`config.mk`:
```
export PLATFORM = sky130hd
export DESIGN_NAME = watchdog_timeout_unit
export DESIGN_NICKNAME = d
export VERILOG_FILES = /design/src/logic/watchdog_timeout_pkg.sv /design/src/logic/watchdog_timeout_unit.sv
export SDC_FILE = /design/constraint.sdc
export NUM_CORES = 1
export LEC_CHECK = 0
export BUFFER_PORTS_ARGS = -buffer_cell sky130_fd_sc_hd__buf_2
export CAP_MARGIN = 20
export CORE_MARGIN = 2
export CORE_UTILIZATION = 27
export CTS_CLUSTER_SIZE = 14
export DETAILED_ROUTE_END_ITERATION = 7
export PLACE_DENSITY = 0.6
export SLEW_MARGIN = 20
export SYNTH_ARGS = -nofsm -noshare
export SYNTH_HDL_FRONTEND = slang
export SYNTH_SLANG_ARGS = --single-unit
```
`constraint.sdc`:
```
create_clock -name i_clk_sys -period 3.3 [get_ports i_clk_sys]
set_input_delay 0.66 -clock i_clk_sys [delete_from_list [all_inputs] [get_ports i_clk_sys]]
set_output_delay 0.66 -clock i_clk_sys [all_outputs]
set_load 0.02 [all_outputs]
```
`src/logic/watchdog_timeout_pkg.sv`:
```
// Package for the watchdog timeout unit: addresses, field layout, counts.
// Assumes an 8-bit CPU bus with a 16-bit address, clocked by the internal oscillator clock.
package watchdog_timeout_pkg;

    localparam logic [15:0] CLEAR_ADDR      = 16'hFFFF;
    localparam int          PRESCALE_BITS   = 12;
    localparam int          COUNT_BITS      = 6;
    // Prescaler stages cleared by a service write
    localparam int          SERVICE_CLR_LO  = 5;
    localparam int          SERVICE_CLR_HI  = 12;
    // Prescaler tap that advances the counter: short rate 2^13, long rate 2^18
    localparam int          TAP_SHORT       = 7;
    localparam int          TAP_LONG        = 12;
    localparam logic [5:0]  SHORT_CNT_LIMIT = 6'h3F;
    localparam logic [5:0]  LONG_CNT_LIMIT  = 6'h3F;
    localparam logic [11:0] SHORT_PRE_END   = 12'h070;
    localparam logic [11:0] LONG_PRE_END    = 12'hFF0;
    localparam int          RESET_HOLD      = 32;
    localparam logic [5:0]  RESET_HOLD_LAST = 6'(RESET_HOLD - 1);

    localparam int          CFG_RATE_BIT    = 0;
    localparam int          CFG_DIS_BIT     = 1;
    localparam int          CFG_STOPEN_BIT  = 2;
    localparam logic [7:0]  CFG_RESET       = 8'h00;

    typedef struct packed {
        logic        rd;
        logic        wr;
        logic [15:0] addr;
        logic [7:0]  wdata;
    } bus_req_type;

    typedef struct packed {
        logic monitor_irq_vtst;
        logic monitor_blank_vec;
        logic irq_pin_vtst;
        logic rst_pin_vtst;
        logic break_active;
        logic wait_mode;
        logic stop_req;
    } mode_in_type;

endpackage

```
`src/logic/watchdog_timeout_unit.sv`:
```
// Watchdog timeout unit: 12-bit prescaler feeding a 6-bit counter, reset request on overflow.
// Assumes the bus, the mode signals and the reset vector byte are synchronous to i_clk_sys.
module watchdog_timeout_unit
(
    input  wire logic                              i_clk_sys,
    input  wire logic                              i_resetn,
    input  wire logic                              i_por,
    input  wire logic                              i_internal_reset,
    input  wire watchdog_timeout_pkg::bus_req_type i_bus,
    input  wire logic                              i_cfg_wr,
    input  wire logic [7:0]                        i_cfg_wdata,
    input  wire logic [7:0]                        i_reset_vector_lo,
    input  wire watchdog_timeout_pkg::mode_in_type i_mode,
    output logic [7:0]                             o_rdata,
    output logic [7:0]                             o_cfg_rdata,
    output logic                                   o_reset_pin_n,
    output logic                                   o_watchdog_reset_flag,
    output logic                                   o_illegal_op_reset,
    output logic                                   o_irq
);

    logic [7:0]  cfg_r;
    logic [11:0] pre_r;
    logic [11:0] pre_nxt;
    logic [5:0]  cnt_r;
    logic [5:0]  cnt_nxt;
    logic        mon_vtst_r;
    logic        mon_blank_r;
    logic        hold_r;
    logic [5:0]  hold_cnt_r;
    logic [7:0]  rdata_r;
    logic        flag_r;
    logic        illegal_r;
    logic        pin_n_r;
    logic        irq_r;

    wire         rate_short  = cfg_r[watchdog_timeout_pkg::CFG_RATE_BIT];
    wire         cfg_disable = cfg_r[watchdog_timeout_pkg::CFG_DIS_BIT];
    wire         stop_allow  = cfg_r[watchdog_timeout_pkg::CFG_STOPEN_BIT];
    wire         hit_clear   = i_bus.addr == watchdog_timeout_pkg::CLEAR_ADDR;
    wire         service     = i_bus.wr && hit_clear;
    wire         stop_entry  = i_mode.stop_req && stop_allow;
    wire         stop_bad    = i_mode.stop_req && !stop_allow;
    wire         vtst_hold   = mon_vtst_r
                               && (i_mode.irq_pin_vtst || i_mode.rst_pin_vtst);
    wire         brk_off     = i_mode.break_active && i_mode.rst_pin_vtst;
    // Wait mode does not appear here, so counting continues while waiting
    wire         disabled    = cfg_disable || vtst_hold || mon_blank_r || brk_off;
    wire         clear_all   = i_internal_reset || hold_r;
    wire [11:0]  pre_inc     = pre_r + 12'h001;
    wire         tick        = rate_short
                               ? (pre_r[watchdog_timeout_pkg::TAP_SHORT-1:0] == 7'h7F)
                               : (pre_r == 12'hFFF);
    wire [5:0]   cnt_limit   = rate_short ? watchdog_timeout_pkg::SHORT_CNT_LIMIT
                                          : watchdog_timeout_pkg::LONG_CNT_LIMIT;
    wire [11:0]  pre_end     = rate_short ? watchdog_timeout_pkg::SHORT_PRE_END
                                          : watchdog_timeout_pkg::LONG_PRE_END;
    // Short rate looks only at the low seven prescaler stages; the upper stages free-run
    wire         pre_at_end  = rate_short
                               ? (pre_r[watchdog_timeout_pkg::TAP_SHORT-1:0]
                                  == pre_end[watchdog_timeout_pkg::TAP_SHORT-1:0])
                               : (pre_r == pre_end);
    // Last 2^4 prescaler cycles of the final count are cut off: overflow comes 2^4 early
    wire         overflow    = !disabled && !clear_all && !service
                               && cnt_r == cnt_limit && pre_at_end;
    wire [11:0]  pre_srv     = {pre_r[11:watchdog_timeout_pkg::SERVICE_CLR_LO-1] & 8'h00,
                                pre_r[watchdog_timeout_pkg::SERVICE_CLR_LO-2:0]};
    // Next state of the reset pulse; the pin register copies it so the pin is a flop
    wire         hold_last   = hold_cnt_r == watchdog_timeout_pkg::RESET_HOLD_LAST;
    wire         hold_nxt    = overflow || (hold_r && !hold_last);

    // Prescaler: a stop clears it but not the counter, so the time left is longer
    always_comb
    begin
        pre_nxt = pre_r;
        if (clear_all || stop_entry)
        begin
            pre_nxt = 12'h000;
        end
        else if (service)
        begin
            pre_nxt = pre_srv;
        end
        else if (!disabled)
        begin
            pre_nxt = pre_inc;
        end
    end

    // Counter: a stop alone leaves it where it is
    always_comb
    begin
        cnt_nxt = cnt_r;
        if (clear_all)
        begin
            cnt_nxt = 6'h00;
        end
        else if (stop_entry)
        begin
            cnt_nxt = cnt_r;
        end
        else if (service)
        begin
            cnt_nxt = 6'h00;
        end
        else if (!disabled && tick)
        begin
            cnt_nxt = cnt_r + 6'h01;
        end
    end

    // New rate and disable bits act from the edge after the write
    always_ff @(posedge i_clk_sys or negedge i_resetn)
    begin
        if (!i_resetn)
        begin
            cfg_r <= watchdog_timeout_pkg::CFG_RESET;
        end
        else if (i_cfg_wr)
        begin
            cfg_r <= i_cfg_wdata;
        end
    end

    // Prescaler and counter run on every edge; holds are expressed in their next values
    always_ff @(posedge i_clk_sys or negedge i_resetn)
    begin
        if (!i_resetn)
        begin
            pre_r <= 12'h000;
        end
        else
        begin
            pre_r <= pre_nxt;
        end
    end

    always_ff @(posedge i_clk_sys or negedge i_resetn)
    begin
        if (!i_resetn)
        begin
            cnt_r <= 6'h00;
        end
        else
        begin
            cnt_r <= cnt_nxt;
        end
    end

    // Test-voltage monitor entry is sampled at power-on and ends once both pins drop
    always_ff @(posedge i_clk_sys or negedge i_resetn)
    begin
        if (!i_resetn)
        begin
            mon_vtst_r <= 1'b0;
        end
        else if (i_por)
        begin
            mon_vtst_r <= i_mode.monitor_irq_vtst;
        end
        else if (mon_vtst_r
                 && !(i_mode.irq_pin_vtst || i_mode.rst_pin_vtst))
        begin
            mon_vtst_r <= 1'b0;
        end
    end

    // Blank-vector monitor entry keeps the watchdog off until the next power-on
    always_ff @(posedge i_clk_sys or negedge i_resetn)
    begin
        if (!i_resetn)
        begin
            mon_blank_r <= 1'b0;
        end
        else if (i_por)
        begin
            mon_blank_r <= i_mode.monitor_blank_vec && !i_mode.monitor_irq_vtst;
        end
    end

    // Pulse length counter; it restarts on every overflow
    always_ff @(posedge i_clk_sys or negedge i_resetn)
    begin
        if (!i_resetn)
        begin
            hold_r     <= 1'b0;
            hold_cnt_r <= 6'h00;
        end
        else
        begin
            hold_r <= hold_nxt;
            if (overflow)
            begin
                hold_cnt_r <= 6'h00;
            end
            else if (hold_r)
            begin
                hold_cnt_r <= hold_cnt_r + 6'h01;
            end
        end
    end

    // Set wins over a power-on clear in the same cycle, so no timeout is lost
    always_ff @(posedge i_clk_sys or negedge i_resetn)
    begin
        if (!i_resetn)
        begin
            flag_r <= 1'b0;
        end
        else if (overflow)
        begin
            flag_r <= 1'b1;
        end
        else if (i_por && !hold_r)
        begin
            flag_r <= 1'b0;
        end
    end

    // Pin register follows the pulse state, so it falls the edge after overflow
    always_ff @(posedge i_clk_sys or negedge i_resetn)
    begin
        if (!i_resetn)
        begin
            pin_n_r <= 1'b1;
        end
        else
        begin
            pin_n_r <= !hold_nxt;
        end
    end

    // Read data stands one cycle; other addresses read as zero from this block
    always_ff @(posedge i_clk_sys or negedge i_resetn)
    begin
        if (!i_resetn)
        begin
            rdata_r <= 8'h00;
        end
        else
        begin
            rdata_r <= (i_bus.rd && hit_clear) ? i_reset_vector_lo : 8'h00;
        end
    end

    // The reset that follows is raised outside; this only flags the bad stop
    always_ff @(posedge i_clk_sys or negedge i_resetn)
    begin
        if (!i_resetn)
        begin
            illegal_r <= 1'b0;
        end
        else
        begin
            illegal_r <= stop_bad;
        end
    end

    // Kept as a register only so every output leaves from a flop
    always_ff @(posedge i_clk_sys or negedge i_resetn)
    begin
        if (!i_resetn)
        begin
            irq_r <= 1'b0;
        end
        else
        begin
            irq_r <= 1'b0;
        end
    end

    assign o_rdata               = rdata_r;
    assign o_cfg_rdata           = cfg_r;
    assign o_reset_pin_n         = pin_n_r;
    assign o_watchdog_reset_flag = flag_r;
    assign o_illegal_op_reset    = illegal_r;
    assign o_irq                 = irq_r;

endmodule

```
# Yosys cells after proc, flatten, opt, wreduce, memory -nomap -nowiden
# Index checks and enable logic that the tools add are counted.
op_classes:
  n_reduce_logical: 37
  add_sub_neg: 3
  muxes: 17
  n_eq_ne: 11
op_table:
  columns: ["cell", "count"]
  rows:
  - ["12-bit 2-to-1 mux", 4]
  - ["6-bit 2-to-1 mux", 6]
  - ["16-bit == test (second input constant)", 1]
  - ["1-bit logical AND", 15]
  - ["12-bit by 1-bit adder with 12-bit output (second input constant)", 1]
  - ["6-bit by 1-bit adder with 6-bit output (second input constant)", 2]
  - ["12-bit == test", 1]
  - ["12-bit == test (second input constant)", 1]
  - ["1-bit logical NOT", 9]
  - ["8-bit 2-to-1 mux", 1]
  - ["7-bit == test", 1]
  - ["7-bit == test (second input constant)", 1]
  - ["1-bit logical OR", 7]
  - ["6-bit by 5-bit == test with 1-bit output (second input constant)", 1]
  - ["6-bit == test (second input constant)", 1]
  - ["1-bit 2-to-1 mux", 6]
  - ["2-bit by 1-bit != test with 1-bit output (second input constant)", 3]
  - ["2-bit nonzero test", 3]
  - ["2-bit AND reduction", 2]
  - ["3-bit by 2-bit != test with 1-bit output (second input constant)", 1]
  - ["3-bit nonzero test", 1]
totals:
  input_bits: 54
  out_inout_bits: 20
  elab_cells: 80
  register_bits: 46

# Logic depth before layout (Yosys ltp)
# Gate-level depths: netlist of run 1.
logic_depth:
  ltp_word: 12
  depth_mapped: 7
  depth_no_buf: 6

# Worst setup path before layout of run 1
# Ideal clock, no wire load.
synth_timing:
  path_type: "input -> register"
  from: "in i_bus[9] in the netlist's numbering"
  to: "reg hold_r"
  required_time_ns: 3.176
  n_path_buf: 1
  path_slack_ns: 1.422
  arrival_ns: 1.754
  path_stages: 6
  setup_time_ns: 0.124
  cell_sequence: "nand4_1 -> nor4_4 -> a21boi_2 -> and3_1 -> buf_6 -> or2_1"
synth_via:
  elab_chain_len: 7
synth_lines:
  columns: ["element", "line", "rtl"]
  rows:
  - ["start: declaration", "watchdog_timeout_unit.sv:9", "input wire watchdog_timeout_pkg::bus_req_type i_bus,"]
  - ["16-bit == test", "watchdog_timeout_unit.sv:40", "wire hit_clear = i_bus.addr == watchdog_timeout_pkg::CLEAR_ADDR;"]
  - ["1-bit logical AND", "watchdog_timeout_unit.sv:41", "wire service = i_bus.wr && hit_clear;"]
  - ["1-bit logical NOT", "watchdog_timeout_unit.sv:64", "wire overflow = !disabled && !clear_all && !service"]
  - ["1-bit logical AND", "watchdog_timeout_unit.sv:64", null]
  - ["1-bit logical AND (2 in series)", "watchdog_timeout_unit.sv:65", "&& cnt_r == cnt_limit && pre_at_end;"]
  - ["1-bit logical OR", "watchdog_timeout_unit.sv:70", "wire hold_nxt = overflow || (hold_r && !hold_last);"]
  - ["via hold_nxt", "watchdog_timeout_unit.sv:70", null]
  - ["end signal: assignment", "watchdog_timeout_unit.sv:191", "hold_r <= hold_nxt;"]
  - ["end: declaration", "watchdog_timeout_unit.sv:29", "logic hold_r;"]
# The timed path passes the listed nets, and every way through them passes these cells.
# A chain may end at the register's enable or synchronous reset.

# Worst setup path after layout of run 1
layout_timing:
  from: "in i_mode[4] in the netlist's numbering"
  to: "reg hold_r"
layout_via:
  elab_chain_len: 11
layout_lines:
  columns: ["element", "line", "rtl"]
  rows:
  - ["start: declaration", "watchdog_timeout_unit.sv:13", "input wire watchdog_timeout_pkg::mode_in_type i_mode,"]
  - ["1-bit logical OR", "watchdog_timeout_unit.sv:45", "&& (i_mode.irq_pin_vtst || i_mode.rst_pin_vtst);"]
  - ["1-bit logical AND", "watchdog_timeout_unit.sv:45", null]
  - ["1-bit logical OR (3 in series)", "watchdog_timeout_unit.sv:48", "wire disabled = cfg_disable || vtst_hold || mon_blank_r || brk_off;"]
  - ["1-bit logical NOT", "watchdog_timeout_unit.sv:64", null]
  - ["1-bit logical AND (2 in series)", "watchdog_timeout_unit.sv:64", null]
  - ["1-bit logical AND (2 in series)", "watchdog_timeout_unit.sv:65", null]
  - ["1-bit logical OR", "watchdog_timeout_unit.sv:70", null]
  - ["via hold_nxt", "watchdog_timeout_unit.sv:70", null]
# The timed path passes the listed nets, and every way through them passes these cells.

==> impl_metrics.ini, run 1 <==
[route]
vias_per_cell = 4.55
drtIter0Drc = 53
routed_wl_um = 4410
drc = 0
wl_per_cell_um = 11.8
drtPass1Iterations = 4
final_antenna_net_count = 0
num_vias = 1697

[timing]
hold_viol_final = 0
post-route-period-util_pct = 57.0
fin_setup_tns_ps = 0
rsz0062_at_grt = no
min_period_ps = 1880
skew_ps = 8.17
slew_headroom_pct = 61.2
setup_viol = 0
worst_pin_slew_ps = 581
fmax_mhz = 531
slew_viol_final = 0

[pwr]
p_per_area_nw_per_um2 = 417
p_seq_share_pct = 52.6
p_int_mw = 0.855
peakVddDrop_mv = 0.141
power.total_mw = 1.13
p_leak_nw = 1.26
clkPwrFrac_pct = 36.8
p_comb_share_pct = 10.5
netSwitchingFraction_pct = 24.0
switching_power_mw = 0.270

[clocking]
cts_tree = done
clk_latency_ps = 300
htreeDepth = 2
cts_buffers = 5
cts_setup_buffers = 0
ctsHoldBuffers = 0
cts_root_buf = clkbuf_8
numClockSinks = 46
clk_path_buf_depth = 2
postCtsResizedCells = 0
clkTransAtPathRegs_ps = 90

[synth]
ys_seq_area_share_pct = 52.9
ys.flop_type = dfrtp_1
synth_most_common_cell = dfrtp_1
synth_area_leader_cell = dfrtp_1
synth_nets = 263
synthAdderAreaFrac_pct = 2.30
synth_xor_area_share_pct = 6.03
synth_area_leaders = dfrtp_1 (52%), mux2_2 (4.1%), nor2_1 (4.1%), and3_1 (3.4%), xor2_1 (3.2%)
syn_area_per_cell_sq_um = 10.6
synth_top_family_by_area = simple AND/OR/NAND/NOR gates
synth_compound_gate_area_share_pct = 9.14
synth_cells = 205
synth-seq-cells = 46
synth.cell_area_sq_um = 2180
synth_edf_count = 0
muxShareOfSynthArea_pct = 5.52
async_flop_share_pct = 100
synth_commonest_cells = dfrtp_1 (45), nor2_1 (24), nand3_1 (13)
yosysWarnings = 0
synth_top_area_share_pct = 51.7
yosysUniqueCellTypes = 42
synth_simple_gate_area_share_pct = 20.7

[setup_path]
worst_setup_path_start_kind = primary input
crit_type = in -> reg
required_ps = 3540
cp-end-kind = flop
critPathMaxFanout = 9
regToRegSetupSlack_ps = 1450
cp.arrival_ps = 2120
r2r_cells = 5

[layout]
nNetsFinal = 328
ff_latch_area_sq_um = 1150
multiInputGateArea_sq_um = 956
final_layout_size_suffix_gt1_share_pct = 32.1
nFillCells = 804
final_util_pct = 34.7
diodes = 0
syn_to_final_growth_pct = 23.9

[die]
die_w_um = 93.8
ios = 74
coreArea_sq_um = 7770
rows = 32
dieArea_sq_um = 8800
start_util_pct = 28.0
die_h_um = 93.8

[global_routing]
grtUsageTotal_pct = 10.7
grt_pass1_wl_um = 7550
grt_max_degree = 47
overflow = 0
grt_pass1_vias = 1688
antenna_found_initial = 0

[hold_path]
hold_class = in -> async

[place]
dp_hpwl_um = 3280
globalplace.congestion = 0.791
portBuffers = 63

[run]
maxCapViolations = 0

[status]
status = completed
worst paths after layout:
path | from | to
max | i_mode[4] | hold_r
min | i_resetn | mon_vtst_r
max reg2reg | mon_vtst_r | hold_r
min reg2reg | o_watchdog_reset_flag | o_watchdog_reset_flag
max in group asynchronous | i_resetn | cnt_r[3]
min in group i_clk_sys | o_watchdog_reset_flag | o_watchdog_reset_flag
power by group through the flow:
stage	clock, mW	combinational (mW)	sequential, mW
6_report	0.414	0.119	0.592
4_1_cts	0.430	0.121	0.592
3_3_place_gp	0	0.119	0.603
2_1_floorplan	0	0.0476	0.615
5_1_grt	0.452	0.133	0.595
3_5_place_dp	0	0.120	0.604
per-layer routing:
| metal | share of wire (%) | track usage, % | vias to the layer above |
|---|---|---|---|
| li1 | - | - | 850 |
| met1 | 46 | 13.0 | 815 |
| met2 | 49 | 18.4 | 28 |
| met3 | 4.8 | 2.97 | 4 |
| met4 | 1.0 | 3.62 | 0 |
| met5 | 0 | 0 | - |
layout by cell type (no fill, tap or decap), types with 2 or more instances in the layout:
| master | instances |
|---|---|
| xor2_1 | 8 |
| nand4_1 | 9 |
| and3_1 | 12 |
| nor2_1 | 24 |
| ha_1 | 4 |
| a211oi_1 | 2 |
| a21oi_1 | 9 |
| clkbuf_8 | 5 |
| mux2_2 | 8 |
| inv_1 | 7 |
| o21ai_0 | 9 |
| xnor2_1 | 7 |
| a31oi_1 | 3 |
| buf_4 | 2 |
| or3_1 | 3 |
| nand2_1 | 9 |
| nand3_1 | 13 |
| buf_2 | 62 |
| nor3_1 | 2 |
| dfrtp_1 | 45 |
| o21a_1 | 2 |
| mux2i_1 | 3 |
| a21o_2 | 2 |
critical path: stages:
cell and delay [ps]:
buf_2 100, a21oi_1 250, o21ai_1 240, nor4_1 330, and3_1 400, or2_1 150
through the flow:
step	setup WS, ps	hold WS [ps]	instance area, sq um	cells
after floorplan	1420	364	2180	205
after global placement	1080	465	2580	365
after detailed placement	1070	469	2580	365
after CTS	1400	489	2700	373
after global routing	1210	399	2700	373
final	1420	354	2700	373
final cells by class:
cell class	instances	area share [%]
multi-input combinational	146	35.4
timing repair buffer	64	12.1
clock buffer	6	2.69
sequential	46	42.7
clock inverter	2	1.39
tap	102	4.73
inverter	7	0.974
registers in the layout, indices dropped and copies added (netlist names):
name and flops:
o_illegal_op_reset 1, o_watchdog_reset_flag 1, hold_r 1, o_cfg_rdata 8, o_rdata 8, mon_vtst_r 1, o_reset_pin_n 1, cnt_r 6
pre_r 12, mon_blank_r 1, hold_cnt_r 6
kinds of logic (layout without fill, tap and decap cells):
family,after synthesis,in the layout
buffers and inverters,13,79
adder cells (fa/ha/maj),4,4
AND/OR/NAND/NOR,83,83
flip-flops,46,46
XOR/XNOR,15,15
multiplexers,11,11
other,1,1
AO/OA/AOI/OAI,32,32
Power figures use the tool's default switching activity.
==> run 2: changes to the inputs <==
--- a/config.mk
+++ b/config.mk
@@ -5,13 +5,14 @@
 export SDC_FILE = /design/constraint.sdc
 export NUM_CORES = 1
 export LEC_CHECK = 0
+export ABC_AREA = 1
 export BUFFER_PORTS_ARGS = -buffer_cell sky130_fd_sc_hd__buf_2
 export CAP_MARGIN = 20
 export CORE_MARGIN = 2
 export CORE_UTILIZATION = 27
 export CTS_CLUSTER_SIZE = 14
 export DETAILED_ROUTE_END_ITERATION = 7
-export PLACE_DENSITY = 0.6
+export PLACE_DENSITY = 0.61
 export SLEW_MARGIN = 20
 export SYNTH_ARGS = -nofsm -noshare
 export SYNTH_HDL_FRONTEND = slang
==> constraint.sdc (replaced) <==
create_clock -name i_clk_sys -period 1.6 [get_ports i_clk_sys]
set_input_delay 0.32 -clock i_clk_sys [delete_from_list [all_inputs] [get_ports i_clk_sys]]
set_output_delay 0.32 -clock i_clk_sys [all_outputs]
set_load 0.02 [all_outputs]
==> run 2 against run 1 <==
Effect of this change: sequential power is 100% higher; sequential share of layout area is 4.6 points lower; critical path type is now reg -> reg; clock skew hardly changed; largest cell class unchanged; first-iteration DRC count is 60% higher.
==> impl_metrics.ini, run 2 <==
[status]
status = completed

[global_routing]
grt_max_degree = 27
grtUsageTotal_pct = 11.1
antenna_found_initial = 0
grt_pass1_vias = 2117
grt_use_met3_pct = 2.55
grtUsageMet1_pct = 13.8
overflow = 0
busiest_layer = met2
grt_pass1_wl_um = 9100
use_met2_pct = 19.9

[place]
portBuffers = 63
globalplace.congestion = 0.806
dp_slack_ps = 90.9
dpl_cell_area_sq_um = 2900
dp_hpwl_um = 4060

[timing]
skew_ps = 7.90
hold_viol_final = 0
rsz0062_at_grt = no
post-route-period-util_pct = 90.7
min_period_ps = 1450
setup_slack_ps = 149
fin_setup_tns_ps = 0
fmax_mhz = 689
slew_viol_final = 0
setup_viol = 0

[setup_path]
path_buf_inv = 1
crit_chain = nor2_4, o21ai_2, inv_2, nand2_2, nor2_1, nand2_1, o21ai_1
critPathSlowestCell = dfrtp_1
required_ps = 1820
crit_family = simple AND/OR/NAND/NOR gates
cp.arrival_ps = 1670
crit_type = reg -> reg
critPathMaxFanout = 8
cp-end-kind = flop
worst_setup_path_start_kind = flop
max_stage_delay_ps = 490

[clocking]
clk_path_buf_depth = 2
numClockSinks = 46
cts_tree = done
cts_root_buf = clkbuf_8
cts_buffers = 5
clk_latency_ps = 290
clkTransAtPathRegs_ps = 80
htreeDepth = 2

[die]
die_h_um = 99.0
start_util_pct = 28.0
ios = 74
die_w_um = 99.0
coreArea_sq_um = 8720
dieArea_sq_um = 9810
rows = 34

[synth]
synth_nets = 343
synth_cells = 285
synth_commonest_cells = nand2_1 (69), dfrtp_1 (45), nor2_1 (44)
synth_edf_count = 0
syn_area_per_cell_sq_um = 8.56
synth_top_area_share_pct = 46.2
ys.flop_type = dfrtp_1
yosysUniqueCellTypes = 36
synth_area_leader_cell = dfrtp_1
async_flop_share_pct = 100
synth-seq-cells = 46
yosysWarnings = 0
synth.cell_area_sq_um = 2440
synth_area_leaders = dfrtp_1 (46%), nand2_1 (11%), nor2_1 (6.8%), inv_1 (4.5%), nand3_1 (3.1%)
ys_seq_area_share_pct = 47.3
synth_most_common_cell = nand2_1

[hold_path]
hold_class = in -> reg

[layout]
multiInputGateArea_sq_um = 1150
stdcell_area_sq_um = 3030
diodes = 0
final_layout_size_suffix_gt1_share_pct = 31.7
nFillCells = 881
largest_reg_flops = 12
largest-register = pre_r
layout_common_cells = nand2_1 (69), buf_2 (63), nor2_1 (44), dfrtp_1 (44), inv_1 (29)
ff_latch_area_sq_um = 1150
final_common_cell = nand2_1
syn_to_final_growth_pct = 24.2
nNetsFinal = 414
final_util_pct = 34.7

[run]
maxCapViolations = 0

[route]
drtIter0Drc = 85
num_vias = 2051
routed_wl_um = 5160
vias_per_cell = 4.41
drtPass1Iterations = 4
final_antenna_net_count = 0
drc = 0
wl_per_cell_um = 11.1

[pwr]
p_per_area_nw_per_um2 = 734
peakVddDrop_mv = 0.330
p_leak_nw = 1.51
-- run 2: cell count changes in the layout (fill, tap and decap cells not counted), moves of 5 or more --
cell,change
nand2_1,+60
inv_1,+22
nor2_1,+20
and3_1,-12
xnor2_1,-7
o21ai_0,-5
-- run 2: cells by family (layout without fill, tap and decap cells) --
| logic type | Yosys count | count (layout) | synth area share, % |
|---|---|---|---|
| AO/OA/AOI/OAI | 22 | 22 | 5.70 |
| XOR/XNOR | 8 | 8 | 2.87 |
| adder cells (fa/ha/maj) | 4 | 4 | 2.05 |
| buffers and inverters | 38 | 110 | 6.36 |
| flip-flops | 46 | 46 | 47.3 |
| multiplexers | 6 | 6 | 2.77 |
| other | 1 | 1 | 0.154 |
| AND/OR/NAND/NOR | 160 | 160 | 32.8 |
-- run 2: worst reg2reg max path, delay by kind of cell, from the launching register on --
kind | cells | cell delay, ps
simple gates | 4 | 560
buf+inv | 1 | 110
flops | 1 | 490
compound gates | 2 | 210
-- run 2: worst paths after layout --
check                                          start                 end  slack, ps  cells past startpoint
min in group asynchronous                   i_resetn            cnt_r[2]        530                      3
worst min register to register        o_cfg_rdata[2]  o_illegal_op_reset        500                      1
worst max register to register                hold_r            pre_r[1]        150                      7
worst min-delay path            i_reset_vector_lo[4]          o_rdata[4]        230                      3
worst max-delay path                          hold_r            pre_r[1]        150                      7
max in group asynchronous                   i_resetn       o_reset_pin_n        740                      3
-- run 2: report_power, final --
group	internal (mW)	leakage (nW)	switching (mW)
sequential	1.19	0.610	0.0169
combinational	0.116	0.849	0.172
clock	0.349	0.0482	0.381
-- run 2: repair_timing --
item	in CTS	in global routing
resized for setup	0	5
endpoints found under the hold margin	5	0
hold buffers	1	0
setup buffers	0	0
setup endpoints to repair	0	6
-- run 2: metal layers --
layer  vias to the layer above  routed length (um)
li1                       1048                   -
met1                       974                2340
met2                        29                2640
met3                         0                 174
met4                         0                   0
met5                         -                   0
-- run 2: cell type report --
class / count / share of cell area (%)
flip-flops and latches: 46 / 38.1
multi-input cells: 201 / 38.1
repair buffers: 68 / 12.1
well taps: 108 / 4.46
inverters: 34 / 4.21
clock buffers: 7 / 2.85
clock inverters: 1 / 0.165
-- run 2: stage by stage --
stage | hold slack [ps] | std cells | power (mW)
3_5_place_dp | 322 | 456 | 1.52
4_1_cts | 214 | 465 | 2.27
3_3_place_gp | 327 | 456 | 1.52
6_report | 229 | 465 | 2.22
5_1_grt | 226 | 465 | 2.35
2_1_floorplan | 24.4 | 285 | 1.38
